File: src/rtl/codec_i2c_regs.svh
// Constants for the codec two-wire register access port
`ifndef CODEC_I2C_REGS_SVH
`define CODEC_I2C_REGS_SVH

// Seven-bit slave address the port answers to
`define CODEC_SLAVE_ADDR 7'h20
// Highest implemented register index; above it is reserved
`define CODEC_LAST_REG 8'h1C
// Number of implemented registers (0x00 through 0x1C)
`define CODEC_REG_COUNT 29
// Pointer value taken when a read starts without a preset pointer
`define CODEC_PTR_RESET 8'h00
// Reset value of every stored register
`define CODEC_REG_RESET 8'h00
// Value read back from a reserved register index
`define CODEC_RESERVED_READ 8'h00
// Bit counter value of the last bit of a byte
`define CODEC_LAST_BIT 3'h7
// Level of an idle bus line
`define CODEC_BUS_IDLE 1'b1
// Read/write bit value that selects a read
`define CODEC_RW_READ 1'b1

`endif

File: src/rtl/codec_i2c_pkg.sv
// Types shared by the codec two-wire register access port
package codec_i2c_pkg;

  // Protocol states of the serial slave
  typedef enum logic [3:0] {
    ST_IDLE,
    ST_ADDR,
    ST_ADDR_ACK,
    ST_PTR,
    ST_PTR_ACK,
    ST_WDATA,
    ST_WDATA_ACK,
    ST_RDATA,
    ST_MACK,
    ST_WAIT
  } link_state_type;

endpackage

File: src/rtl/pin_sync.sv
// Three-stage pin synchroniser with agreement filter for the bus lines
`timescale 1ns/10ps
`include "codec_i2c_regs.svh"

module pin_sync (
  input wire logic sys_clk,
  input wire logic rst_n,
  input wire logic [1:0] pin_raw,
  output logic [1:0] pin_filt
);

  logic [1:0] ff1_q;
  logic [1:0] ff2_q;
  logic [1:0] ff3_q;
  logic [1:0] filt_q;
  logic [1:0] filt_d;

  genvar i;
  generate
    for (i = 0; i < 2; i++) begin : g_bit
      // A new level is taken only once stages two and three agree
      always_comb begin
        filt_d[i] = (ff2_q[i] == ff3_q[i]) ? ff2_q[i] : filt_q[i];
      end

      // Lines reset to the idle-high level so no false edge is seen at release
      always_ff @(posedge sys_clk) begin
        if (!rst_n) begin
          ff1_q[i] <= `CODEC_BUS_IDLE;
          ff2_q[i] <= `CODEC_BUS_IDLE;
          ff3_q[i] <= `CODEC_BUS_IDLE;
          filt_q[i] <= `CODEC_BUS_IDLE;
        end else begin
          ff1_q[i] <= pin_raw[i];
          ff2_q[i] <= ff1_q[i];
          ff3_q[i] <= ff2_q[i];
          filt_q[i] <= filt_d[i];
        end
      end
    end
  endgenerate

  assign pin_filt = filt_q;

endmodule

File: src/rtl/codec_i2c_register_access.sv
// Two-wire serial slave giving a bus master access to the codec control registers
`timescale 1ns/10ps
`include "codec_i2c_regs.svh"

// Summary of operation
// (RQ1) Master never writes register indexes above 0x1C; those are reserved.
// (RQ2) Own address with read bit set is acknowledged low through the 9th pulse.
// (RQ3) A START then read address resets the pointer to 0x00.
// (RQ4) Read data bits are driven after the falling edge, stable by the rising edge.
// (RQ5) Pointer advances by one after every byte transmitted in a read.
// (RQ6) A STOP at any byte boundary ends a read cleanly.
// (RQ7) A new read after STOP without a pointer write starts at register 0x00.
// (RQ8) Write address, index, repeated START, read address returns the indexed register.
// (RQ9) Master acknowledges each read byte except the last, then not-acknowledge and STOP.
// (RQ10) Fixed slave address 0x20 in upper seven bits; low bit one means read.
// (RQ11) In write mode each received byte is acknowledged low through the 9th pulse.
// (RQ12) First write byte loads pointer; later bytes store at pointer, then pointer increments.
// (RQ13) On master not-acknowledge the data line is released until START or STOP.
module codec_i2c_register_access
  import codec_i2c_pkg::*;
(
  input wire logic sys_clk,
  input wire logic rst_n,
  input wire logic scl_in,
  input wire logic sda_in,
  output logic sda_out,
  output logic sda_oe_n,
  output logic wr_strobe,
  output logic [7:0] wr_addr,
  output logic [7:0] wr_data,
  output logic busy
);

  logic [1:0] line_filt;
  logic scl_f;
  logic sda_f;
  logic scl_prev_q;
  logic sda_prev_q;
  logic scl_rise;
  logic scl_fall;
  logic start_det;
  logic stop_det;

  link_state_type state_q;
  link_state_type state_d;
  logic [7:0] rx_q;
  logic [7:0] rx_d;
  logic [7:0] tx_q;
  logic [7:0] tx_d;
  logic [2:0] cnt_q;
  logic [2:0] cnt_d;
  logic byte_done_q;
  logic byte_done_d;
  logic read_q;
  logic read_d;
  logic ack_ok_q;
  logic ack_ok_d;
  logic [7:0] ptr_q;
  logic [7:0] ptr_d;
  logic ptr_set_q;
  logic ptr_set_d;
  logic oe_n_q;
  logic oe_n_d;
  logic wr_strobe_q;
  logic wr_strobe_d;
  logic [7:0] wr_addr_q;
  logic [7:0] wr_addr_d;
  logic [7:0] wr_data_q;
  logic [7:0] wr_data_d;
  logic busy_q;
  logic busy_d;
  logic mem_we;
  logic [7:0] rd_byte;

  logic [7:0] regs_q [`CODEC_REG_COUNT];

  // Both bus lines come from another domain and are filtered before use
  pin_sync u_pin_sync (
    .sys_clk(sys_clk),
    .rst_n(rst_n),
    .pin_raw({scl_in, sda_in}),
    .pin_filt(line_filt)
  );

  assign scl_f = line_filt[1];
  assign sda_f = line_filt[0];

  // Edge and condition detection on the filtered lines
  assign scl_rise = scl_f & ~scl_prev_q;
  assign scl_fall = ~scl_f & scl_prev_q;
  assign start_det = scl_f & scl_prev_q & sda_prev_q & ~sda_f;
  assign stop_det = scl_f & scl_prev_q & ~sda_prev_q & sda_f;

  // Reserved indexes read as a fixed value instead of indexing past the array
  always_comb begin
    if (ptr_q <= `CODEC_LAST_REG) begin
      rd_byte = regs_q[ptr_q[4:0]];
    end else begin
      rd_byte = `CODEC_RESERVED_READ;
    end
  end

  // Next values of the protocol engine
  always_comb begin
    state_d = state_q;
    rx_d = rx_q;
    tx_d = tx_q;
    cnt_d = cnt_q;
    byte_done_d = byte_done_q;
    read_d = read_q;
    ack_ok_d = ack_ok_q;
    ptr_d = ptr_q;
    ptr_set_d = ptr_set_q;
    oe_n_d = oe_n_q;
    wr_strobe_d = 1'b0;
    wr_addr_d = wr_addr_q;
    wr_data_d = wr_data_q;
    mem_we = 1'b0;
    case (state_q)
      ST_IDLE, ST_WAIT: begin
        oe_n_d = 1'b1;
      end
      ST_ADDR, ST_PTR, ST_WDATA: begin
        // Bits are sampled on the rising edge while the master holds them
        if (scl_rise) begin
          rx_d = {rx_q[6:0], sda_f};
          cnt_d = cnt_q + 3'h1;
          if (cnt_q == `CODEC_LAST_BIT) begin
            byte_done_d = 1'b1;
          end
        end
        // Byte handling waits for the falling edge so the ack lands in the 9th pulse
        if (scl_fall && byte_done_q) begin
          byte_done_d = 1'b0;
          cnt_d = 3'h0;
          if (state_q == ST_ADDR) begin
            if (rx_q[7:1] == `CODEC_SLAVE_ADDR) begin // see (RQ10)
              oe_n_d = 1'b0; // see (RQ2)
              state_d = ST_ADDR_ACK;
              read_d = (rx_q[0] == `CODEC_RW_READ);
              if (rx_q[0] == `CODEC_RW_READ) begin
                if (!ptr_set_q) begin
                  ptr_d = `CODEC_PTR_RESET; // see (RQ3) (RQ7)
                end
                ptr_set_d = 1'b0; // see (RQ8)
              end
            end else begin
              state_d = ST_WAIT;
            end
          end else if (state_q == ST_PTR) begin
            ptr_d = rx_q; // see (RQ12)
            ptr_set_d = 1'b1; // see (RQ8)
            oe_n_d = 1'b0; // see (RQ11)
            state_d = ST_PTR_ACK;
          end else begin
            // Reserved indexes are acknowledged but not stored
            if (ptr_q <= `CODEC_LAST_REG) begin // see (RQ1)
              mem_we = 1'b1;
              wr_strobe_d = 1'b1;
              wr_addr_d = ptr_q;
              wr_data_d = rx_q;
            end
            ptr_d = ptr_q + 8'h01; // see (RQ12)
            oe_n_d = 1'b0; // see (RQ11)
            state_d = ST_WDATA_ACK;
          end
        end
      end
      ST_ADDR_ACK, ST_PTR_ACK, ST_WDATA_ACK: begin
        // Ack is held low until the 9th pulse falls
        if (scl_fall) begin
          if (state_q == ST_ADDR_ACK && read_q) begin
            tx_d = rd_byte; // see (RQ8)
            oe_n_d = rd_byte[7]; // see (RQ4)
            state_d = ST_RDATA;
          end else begin
            oe_n_d = 1'b1;
            state_d = (state_q == ST_ADDR_ACK) ? ST_PTR : ST_WDATA;
          end
        end
      end
      ST_RDATA: begin
        // Next bit is placed right after the falling edge, well before the rise
        if (scl_fall) begin
          if (cnt_q == `CODEC_LAST_BIT) begin
            cnt_d = 3'h0;
            oe_n_d = 1'b1;
            ptr_d = ptr_q + 8'h01; // see (RQ5)
            ack_ok_d = 1'b0;
            state_d = ST_MACK;
          end else begin
            cnt_d = cnt_q + 3'h1;
            tx_d = {tx_q[6:0], 1'b0};
            oe_n_d = tx_q[6]; // see (RQ4)
          end
        end
      end
      ST_MACK: begin
        if (scl_rise) begin
          ack_ok_d = ~sda_f; // see (RQ9)
        end
        if (scl_fall) begin
          if (ack_ok_q) begin
            tx_d = rd_byte;
            oe_n_d = rd_byte[7];
            state_d = ST_RDATA;
          end else begin
            oe_n_d = 1'b1; // see (RQ13)
            state_d = ST_WAIT;
          end
        end
      end
      default: begin
        oe_n_d = 1'b1;
        state_d = ST_IDLE;
      end
    endcase
    // Bus conditions override every state; STOP wins if both were seen
    if (stop_det) begin
      state_d = ST_IDLE; // see (RQ6)
      oe_n_d = 1'b1;
      ptr_set_d = 1'b0; // see (RQ7)
      byte_done_d = 1'b0;
      cnt_d = 3'h0;
    end else if (start_det) begin
      state_d = ST_ADDR;
      oe_n_d = 1'b1;
      byte_done_d = 1'b0;
      cnt_d = 3'h0;
    end
    busy_d = (state_d != ST_IDLE);
  end

  // Protocol engine registers
  always_ff @(posedge sys_clk) begin
    if (!rst_n) begin
      scl_prev_q <= `CODEC_BUS_IDLE;
      sda_prev_q <= `CODEC_BUS_IDLE;
      state_q <= ST_IDLE;
      rx_q <= 8'h00;
      tx_q <= 8'h00;
      cnt_q <= 3'h0;
      byte_done_q <= 1'b0;
      read_q <= 1'b0;
      ack_ok_q <= 1'b0;
      ptr_q <= `CODEC_PTR_RESET;
      ptr_set_q <= 1'b0;
      oe_n_q <= 1'b1;
      wr_strobe_q <= 1'b0;
      wr_addr_q <= 8'h00;
      wr_data_q <= 8'h00;
      busy_q <= 1'b0;
    end else begin
      scl_prev_q <= scl_f;
      sda_prev_q <= sda_f;
      state_q <= state_d;
      rx_q <= rx_d;
      tx_q <= tx_d;
      cnt_q <= cnt_d;
      byte_done_q <= byte_done_d;
      read_q <= read_d;
      ack_ok_q <= ack_ok_d;
      ptr_q <= ptr_d;
      ptr_set_q <= ptr_set_d;
      oe_n_q <= oe_n_d;
      wr_strobe_q <= wr_strobe_d;
      wr_addr_q <= wr_addr_d;
      wr_data_q <= wr_data_d;
      busy_q <= busy_d;
    end
  end

  // Register storage; only the implemented range exists
  always_ff @(posedge sys_clk) begin
    if (!rst_n) begin
      for (int k = 0; k < `CODEC_REG_COUNT; k++) begin
        regs_q[k] <= `CODEC_REG_RESET;
      end
    end else if (mem_we) begin
      regs_q[ptr_q[4:0]] <= rx_q; // see (RQ12)
    end
  end

  // Open drain: the line is only ever pulled low, never driven high
  assign sda_out = 1'b0;
  assign sda_oe_n = oe_n_q;
  assign wr_strobe = wr_strobe_q;
  assign wr_addr = wr_addr_q;
  assign wr_data = wr_data_q;
  assign busy = busy_q;

endmodule

File: config.mk
export PLATFORM = sky130hd
export DESIGN_NAME = codec_i2c_register_access
export DESIGN_NICKNAME = d
export VERILOG_FILES = /design/src/rtl/codec_i2c_pkg.sv /design/src/rtl/pin_sync.sv /design/src/rtl/codec_i2c_register_access.sv
export VERILOG_INCLUDE_DIRS = /design/src /design/src/rtl
export SDC_FILE = /design/constraint.sdc
export NUM_CORES = 1
export LEC_CHECK = 0
export BUFFER_PORTS_ARGS = -buffer_cell sky130_fd_sc_hd__buf_2
export CORE_MARGIN = 3
export CORE_UTILIZATION = 45
export DETAILED_ROUTE_END_ITERATION = 7
export HOLD_SLACK_MARGIN = 0.06
export PLACE_DENSITY = 0.67
export SETUP_SLACK_MARGIN = 0.4
export SLEW_MARGIN = 20
export SYNTH_ARGS = -nofsm -noshare
export SYNTH_HDL_FRONTEND = slang
export SYNTH_SLANG_ARGS = --single-unit
File: constraint.sdc
create_clock -name sys_clk -period 3.1 [get_ports sys_clk]
set_input_delay 0.31 -clock sys_clk [delete_from_list [all_inputs] [get_ports sys_clk]]
set_output_delay 0.31 -clock sys_clk [all_outputs]
set_load 0.05 [all_outputs]
* Word level (Yosys, flattened, before mapping)
Memories as Yosys holds them, arrays and structs flattened. A register that Yosys moved wholly into a read port is not among the register bits. Index checks and enable logic that the tools add are counted.
Word-level totals: output and inout port bits 20, memories kept 1, flip-flop bits (word level) 63, bits of input ports 4, RAM bits 232, word-level logic and storage cells 167
Operators by class: equality and inequality tests 28, $add $sub $neg 2, multiplexer cells 71, reductions and logical operators 26, bitwise gates (word level) 14, order comparisons 1
Memory list:
- regs_q | depth 29, bits a word 8, rd ports 1, clocked after memory_dff 1, write ports 29, line codec_i2c_register_access.sv:75 | logic [7:0] regs_q [`CODEC_REG_COUNT];
Operator list (count):
- 8-bit 2-to-1 mux | 10
- 7-bit 2-to-1 mux | 6
- 4-bit 2-to-1 mux | 10
- 1-bit 2-to-1 mux | 29
- 7-bit one-hot mux with 3 select lines | 1
- 2-bit inequality test, second input constant | 10
- 4-bit one-hot mux with 5 select lines | 1
- 3-bit 2-to-1 mux | 6
- 4-bit by 3-bit equality test with 1-bit output, second input constant | 4
- 8-bit one-hot mux with 2 select lines | 1
- 5-bit 2-to-1 mux | 3
- 5-bit AND reduction | 3
- 7-bit AND reduction | 2
- 3-bit inequality test, second input constant | 4
- 2-bit nonzero test | 5
- 3-bit OR reduction | 3
- 8-bit by 1-bit adder with 8-bit output, second input constant | 1
- 4-bit by 2-bit equality test with 1-bit output, second input constant | 2
- 4-bit equality test, second input constant | 2
- 8-bit by 5-bit less-or-equal comparator with 1-bit output, second input constant | 1
- 4-bit AND reduction | 2
- 8-bit OR reduction | 1
- 1-bit bitwise AND | 7
- 7-bit by 6-bit equality test with 1-bit output, second input constant | 1
- 17 further kinds | 27

* Depth between registers and ports, before layout
depth in word-level cells 11, depth in mapped cells 9, gate-level depth less buffers 7

* By module
From an unflattened synthesis, not the netlist that was laid out.
Unflattened totals: cells, all modules 1170, area total of the unflattened synthesis 14990.6 µm²
By module, submodules not included:
- codec_i2c_register_access | area an instance 14765.4 µm², sequential area each 8888.5 µm², times used 1, cells an instance 1150
- pin_sync | area an instance 225.2 µm², sequential area each 160.2 µm², times used 1, cells an instance 20

* Least setup slack after synthesis
Ideal clock, no wire load.
kind reg-to-reg, start point reg ptr_q[5], end point mem regs_q[13][0] (enable), arrival 2249 ps, stages on the path, launching flop included 7, path buffers 2, data required time 2716 ps, path slack 467 ps, path through dfxtp_1 > or4b_1 > nor4_4 > nand3_1 > buf_2 > buf_2 > o21ai_0
RTL lines:
- start, declared | line codec_i2c_register_access.sv:58 | logic [7:0] ptr_q;
- start signal, assigned | line codec_i2c_register_access.sv:246 | ptr_q <= `CODEC_PTR_RESET;
- start signal, assigned | line codec_i2c_register_access.sv:263 | ptr_q <= ptr_d;
- end, declared | line codec_i2c_register_access.sv:75

==> Implementation_results.wiki <==
{| class="wikitable"
! Metric !! Value
|-
| Outcome || finished clean
|-
| Hold Vio Cnt, Final || 0
|-
| Async SR Flop Fraction || 0%
|-
| Final Wtd Congestion || 0.8837
|-
| Die outline area || 35720 µm²
|-
| CTS tree || built
|-
| Period utilization || 79.65%
|-
| Synth Net Count || 1188
|-
| Initial Utilization || 45.96%
|-
| Worst-case vdd ir drop || 380.8 µV
|-
| Length in cells of the worst reg-to-reg path || 6
|-
| Global-route wire length before repair || 55520 µm
|-
| Number of antenna violations at the first check in global routing || 0
|-
| Port Buf Inserts || 22
|-
| Worst reg2reg path endpoint || regs_q[27][5]
|-
| Clock Skew || 16.24 ps
|-
| Number of enable flip-flop cells after synthesis || 256
|-
| Maximum fanout along the worst path || 22
|-
| Most used flip-flop cell after synthesis || sky130_fd_sc_hd__edfxtp_1
|-
| R2R setup slack || 630 ps
|-
| Combined global-route utilization of all metal layers || 20.04%
|-
| Core Box Area || 32780 µm²
|-
| Arrival time of data at the critical path endpoint || 2680 ps
|-
| Synth Register Bits || 324
|-
| Area of the multi-input gates || 5532 µm²
|-
| Average cell area after synthesis || 12.79 µm²
|-
| Total congestion overflow after global routing || 0
|-
| Placed standard-cell area || 15840 µm²
|-
| Number of instances in the synthesized netlist || 1178
|-
| Clock Tree Buf Depth || 3
|-
| Setup TNS Final || 0 ps
|-
| # diodes || 0
|-
| Post-Syn Area || 15070 µm²
|-
| Unrepaired setup endpoints after global routing || no
|-
| End point of the worst hold path || u_pin_sync.ff3_q[1]
|-
| H-tree levels || 2
|-
| Actual slew at the worst max-slew pin || 733.8 ps
|-
| Cell Count, Final, Fillers Out || 1672
|-
| TritonCTS buffer count || 34
|-
| Count of standard-cell rows || 66
|-
| Startpoint of the most critical setup path || ptr_q[5]
|-
| Post-CTS repair timing setup buffer count || 0
|-
| Vias post-DR || 9518
|-
| Height of the die || 189.0 µm
|-
| Boundary Pins || 24
|-
| Die Span X || 189.0 µm
|-
| Length of the first detailed-routing pass in iterations || 6
|-
| Area taken by flip-flops and latches || 9054 µm²
|-
| Hpwl dp || 23080 µm
|-
| Achievable frequency || 405.0 MHz
|-
| Relative slew slack || 51.08%
|-
| Avg WL per Cell || 21.34 µm
|-
| Buffer cell driving the clock tree root || sky130_fd_sc_hd__clkbuf_16
|-
| Time the worst path needs with I/O delays and setup || 2469 ps
|-
| Antenna-violating nets left || 0
|-
| Number of maximum-capacitance violations || 0
|-
| Number of distinct library cells after synthesis || 66
|-
| Vias in the first global route || 9531
|-
| Largest net degree at the start of global routing || 63
|-
| Highest-count cells in the layout ignoring fill and taps || sky130_fd_sc_hd__edfxtp_1 (256), sky130_fd_sc_hd__and2_1 (206), sky130_fd_sc_hd__nand2_1 (72), sky130_fd_sc_hd__buf_4 (65), sky130_fd_sc_hd__dfxtp_1 (64)
|-
| Cell area after layout || 16910 µm²
|-
| Layout-stage area growth over the synthesis result || 12.24%
|-
| Hold path startpoint || rst_n
|-
| Clock network latency to the later pin of the worst-skew pair || 510 ps
|-
| Kind of critical path || flop to flop
|-
| Final setup violation count || 0
|-
| Most common cell after layout, fill and taps aside || sky130_fd_sc_hd__edfxtp_1
|-
| Worst Hold Path Cells || 3
|-
| Count of synthesis-stage warnings from yosys || 0
|-
| FILL cells || 2832
|-
| Proportion of layout cells with a drive suffix above 1 || 19.19%
|-
| Number of placed instances with taps included || 1611
|-
| Required time at the worst-slack endpoint || 3310 ps
|-
| Seq/Total Area, Yosys || 60.05%
|-
| Clock slew seen by the registers of the worst setup and hold paths || 60 ps
|-
| Starting DRT DRC Count || 911
|-
| CTS Sinks || 324
|-
| Worst reg2reg startpoint || ptr_q[5]
|-
| CP startpoint kind || flop
|-
| Final slew viol count || 0
|-
| Path type of the worst min-delay path || input pin to flop
|-
| Total number of nets in the final design || 1217
|-
| Standby leakage power || 5.697 nW
|-
| Final Core Density || 51.59%
|-
| P per Cell Area || 529.6 nW/µm²
|-
| Number of remaining DRC errors || 0
|-
| Final WL || 35670 µm
|-
| Detailed-route vias per instance || 5.693
|-
| Type of destination of the critical path || flop
|}
[state kept, by name (all words and copies together) (netlist names), 3 cells and up, named ones only]
register and cells:
cnt_q 3, ptr_q 8, regs_q 256, rx_q 8, state_q 4, tx_q 7, wr_addr 8, wr_data 8
[final cells by class]
cell class,instances,share of cell area [%]
tap,442,3.270
multi-input combinational,744,32.71
inverter,10,0.2219
clock buffer,45,5.556
sequential,324,53.53
clock inverter,14,0.5844
timing repair buffer,93,4.128
[worst max-delay path: stages (launching register included)]
cell and delay [ps]:
sky130_fd_sc_hd__dfxtp_1 350, sky130_fd_sc_hd__or4b_1 560, sky130_fd_sc_hd__nor4_4 280, sky130_fd_sc_hd__nand3_1 120
sky130_fd_sc_hd__buf_4 240, sky130_fd_sc_hd__o21ai_0 390, sky130_fd_sc_hd__buf_4 250
[per-layer routing]
metal  GRT usage, %  vias to the layer above  share of wire [%]
li1               -                     4381                  -
met1          28.44                     4758                 44
met2          31.91                      311                 47
met3          3.111                       68                6.0
met4          6.502                        0                2.7
met5              0                        -                  0
[per-stage QoR]
stage          hold WS [ps]  power [mW]  setup WS (ps)
2_1_floorplan         386.3       5.095          466.8
3_3_place_gp          388.6       5.209          664.4
3_5_place_dp          398.8       5.216          593.7
4_1_cts               390.5       9.016          560.9
5_1_grt               407.8       9.195          476.8
6_report              381.3       8.957          630.9
[logic make-up after synthesis]
family / synth area share, %
fa+ha+maj: 0.4982
buf+inv: 3.305
simple gates: 18.10
other cells: 0.02489
compound gates: 6.361
xor+xnor: 0.05814
flops: 60.05
mux: 11.60
[cell usage after synthesis, drive strengths merged, types with 4 or more instances]
| master | number | area [µm²] |
|---|---|---|
| edfxtp | 256 | 7687 |
| and2 | 206 | 1289 |
| nand2 | 72 | 270.3 |
| dfxtp | 68 | 1361 |
| nor2 | 66 | 282.8 |
| mux4 | 58 | 1306 |
| buf | 50 | 272.8 |
| clkbuf | 50 | 187.7 |
| a21oi | 43 | 215.2 |
| o21ai | 43 | 215.2 |
| nor3 | 39 | 195.2 |
| mux2i | 34 | 340.3 |
| nand2b | 19 | 126.4 |
| nand3 | 17 | 85.08 |
| a211oi | 12 | 90.09 |
| nor2b | 11 | 68.82 |
| inv | 10 | 37.53 |
| nand3b | 10 | 75.07 |
| and3 | 9 | 56.30 |
| mux2 | 9 | 101.4 |
| nor3b | 7 | 52.55 |
| a311oi | 6 | 52.55 |
| ha | 6 | 75.07 |
| o22ai | 6 | 37.54 |
| a32oi | 5 | 43.79 |
| o211ai | 5 | 37.54 |
| or3 | 5 | 31.28 |
| a31oi | 4 | 25.02 |
| nand4 | 4 | 25.02 |
[power by group]
part / leakage, nW / total (mW) / internal (mW) / switching [mW]
sequential: 2.97 / 4.88 / 4.83 / 0.0547
combinational: 2.22 / 0.244 / 0.104 / 0.141
clock: 0.507 / 3.83 / 2.22 / 1.61
[timing repair]
action	CTS	global route
endpoints found under the hold margin	2	0
hold buffers	2	0
setup endpoints to repair	0	4
resized for setup	0	2
[worst max-delay path by stage]
| stage | slack, ps | to | cells after the start |
|---|---|---|---|
| floorplan | 470 | regs_q[13][0] | 6 |
| global placement | 660 | flop | 7 |
| detailed placement | 590 | flop | 7 |
| CTS | 560 | tx_q[2] | 7 |
| global route | 480 | regs_q[27][3] | 6 |
| finish | 630 | regs_q[27][5] | 6 |
No activity file was read; power rests on OpenSTA's default activity.
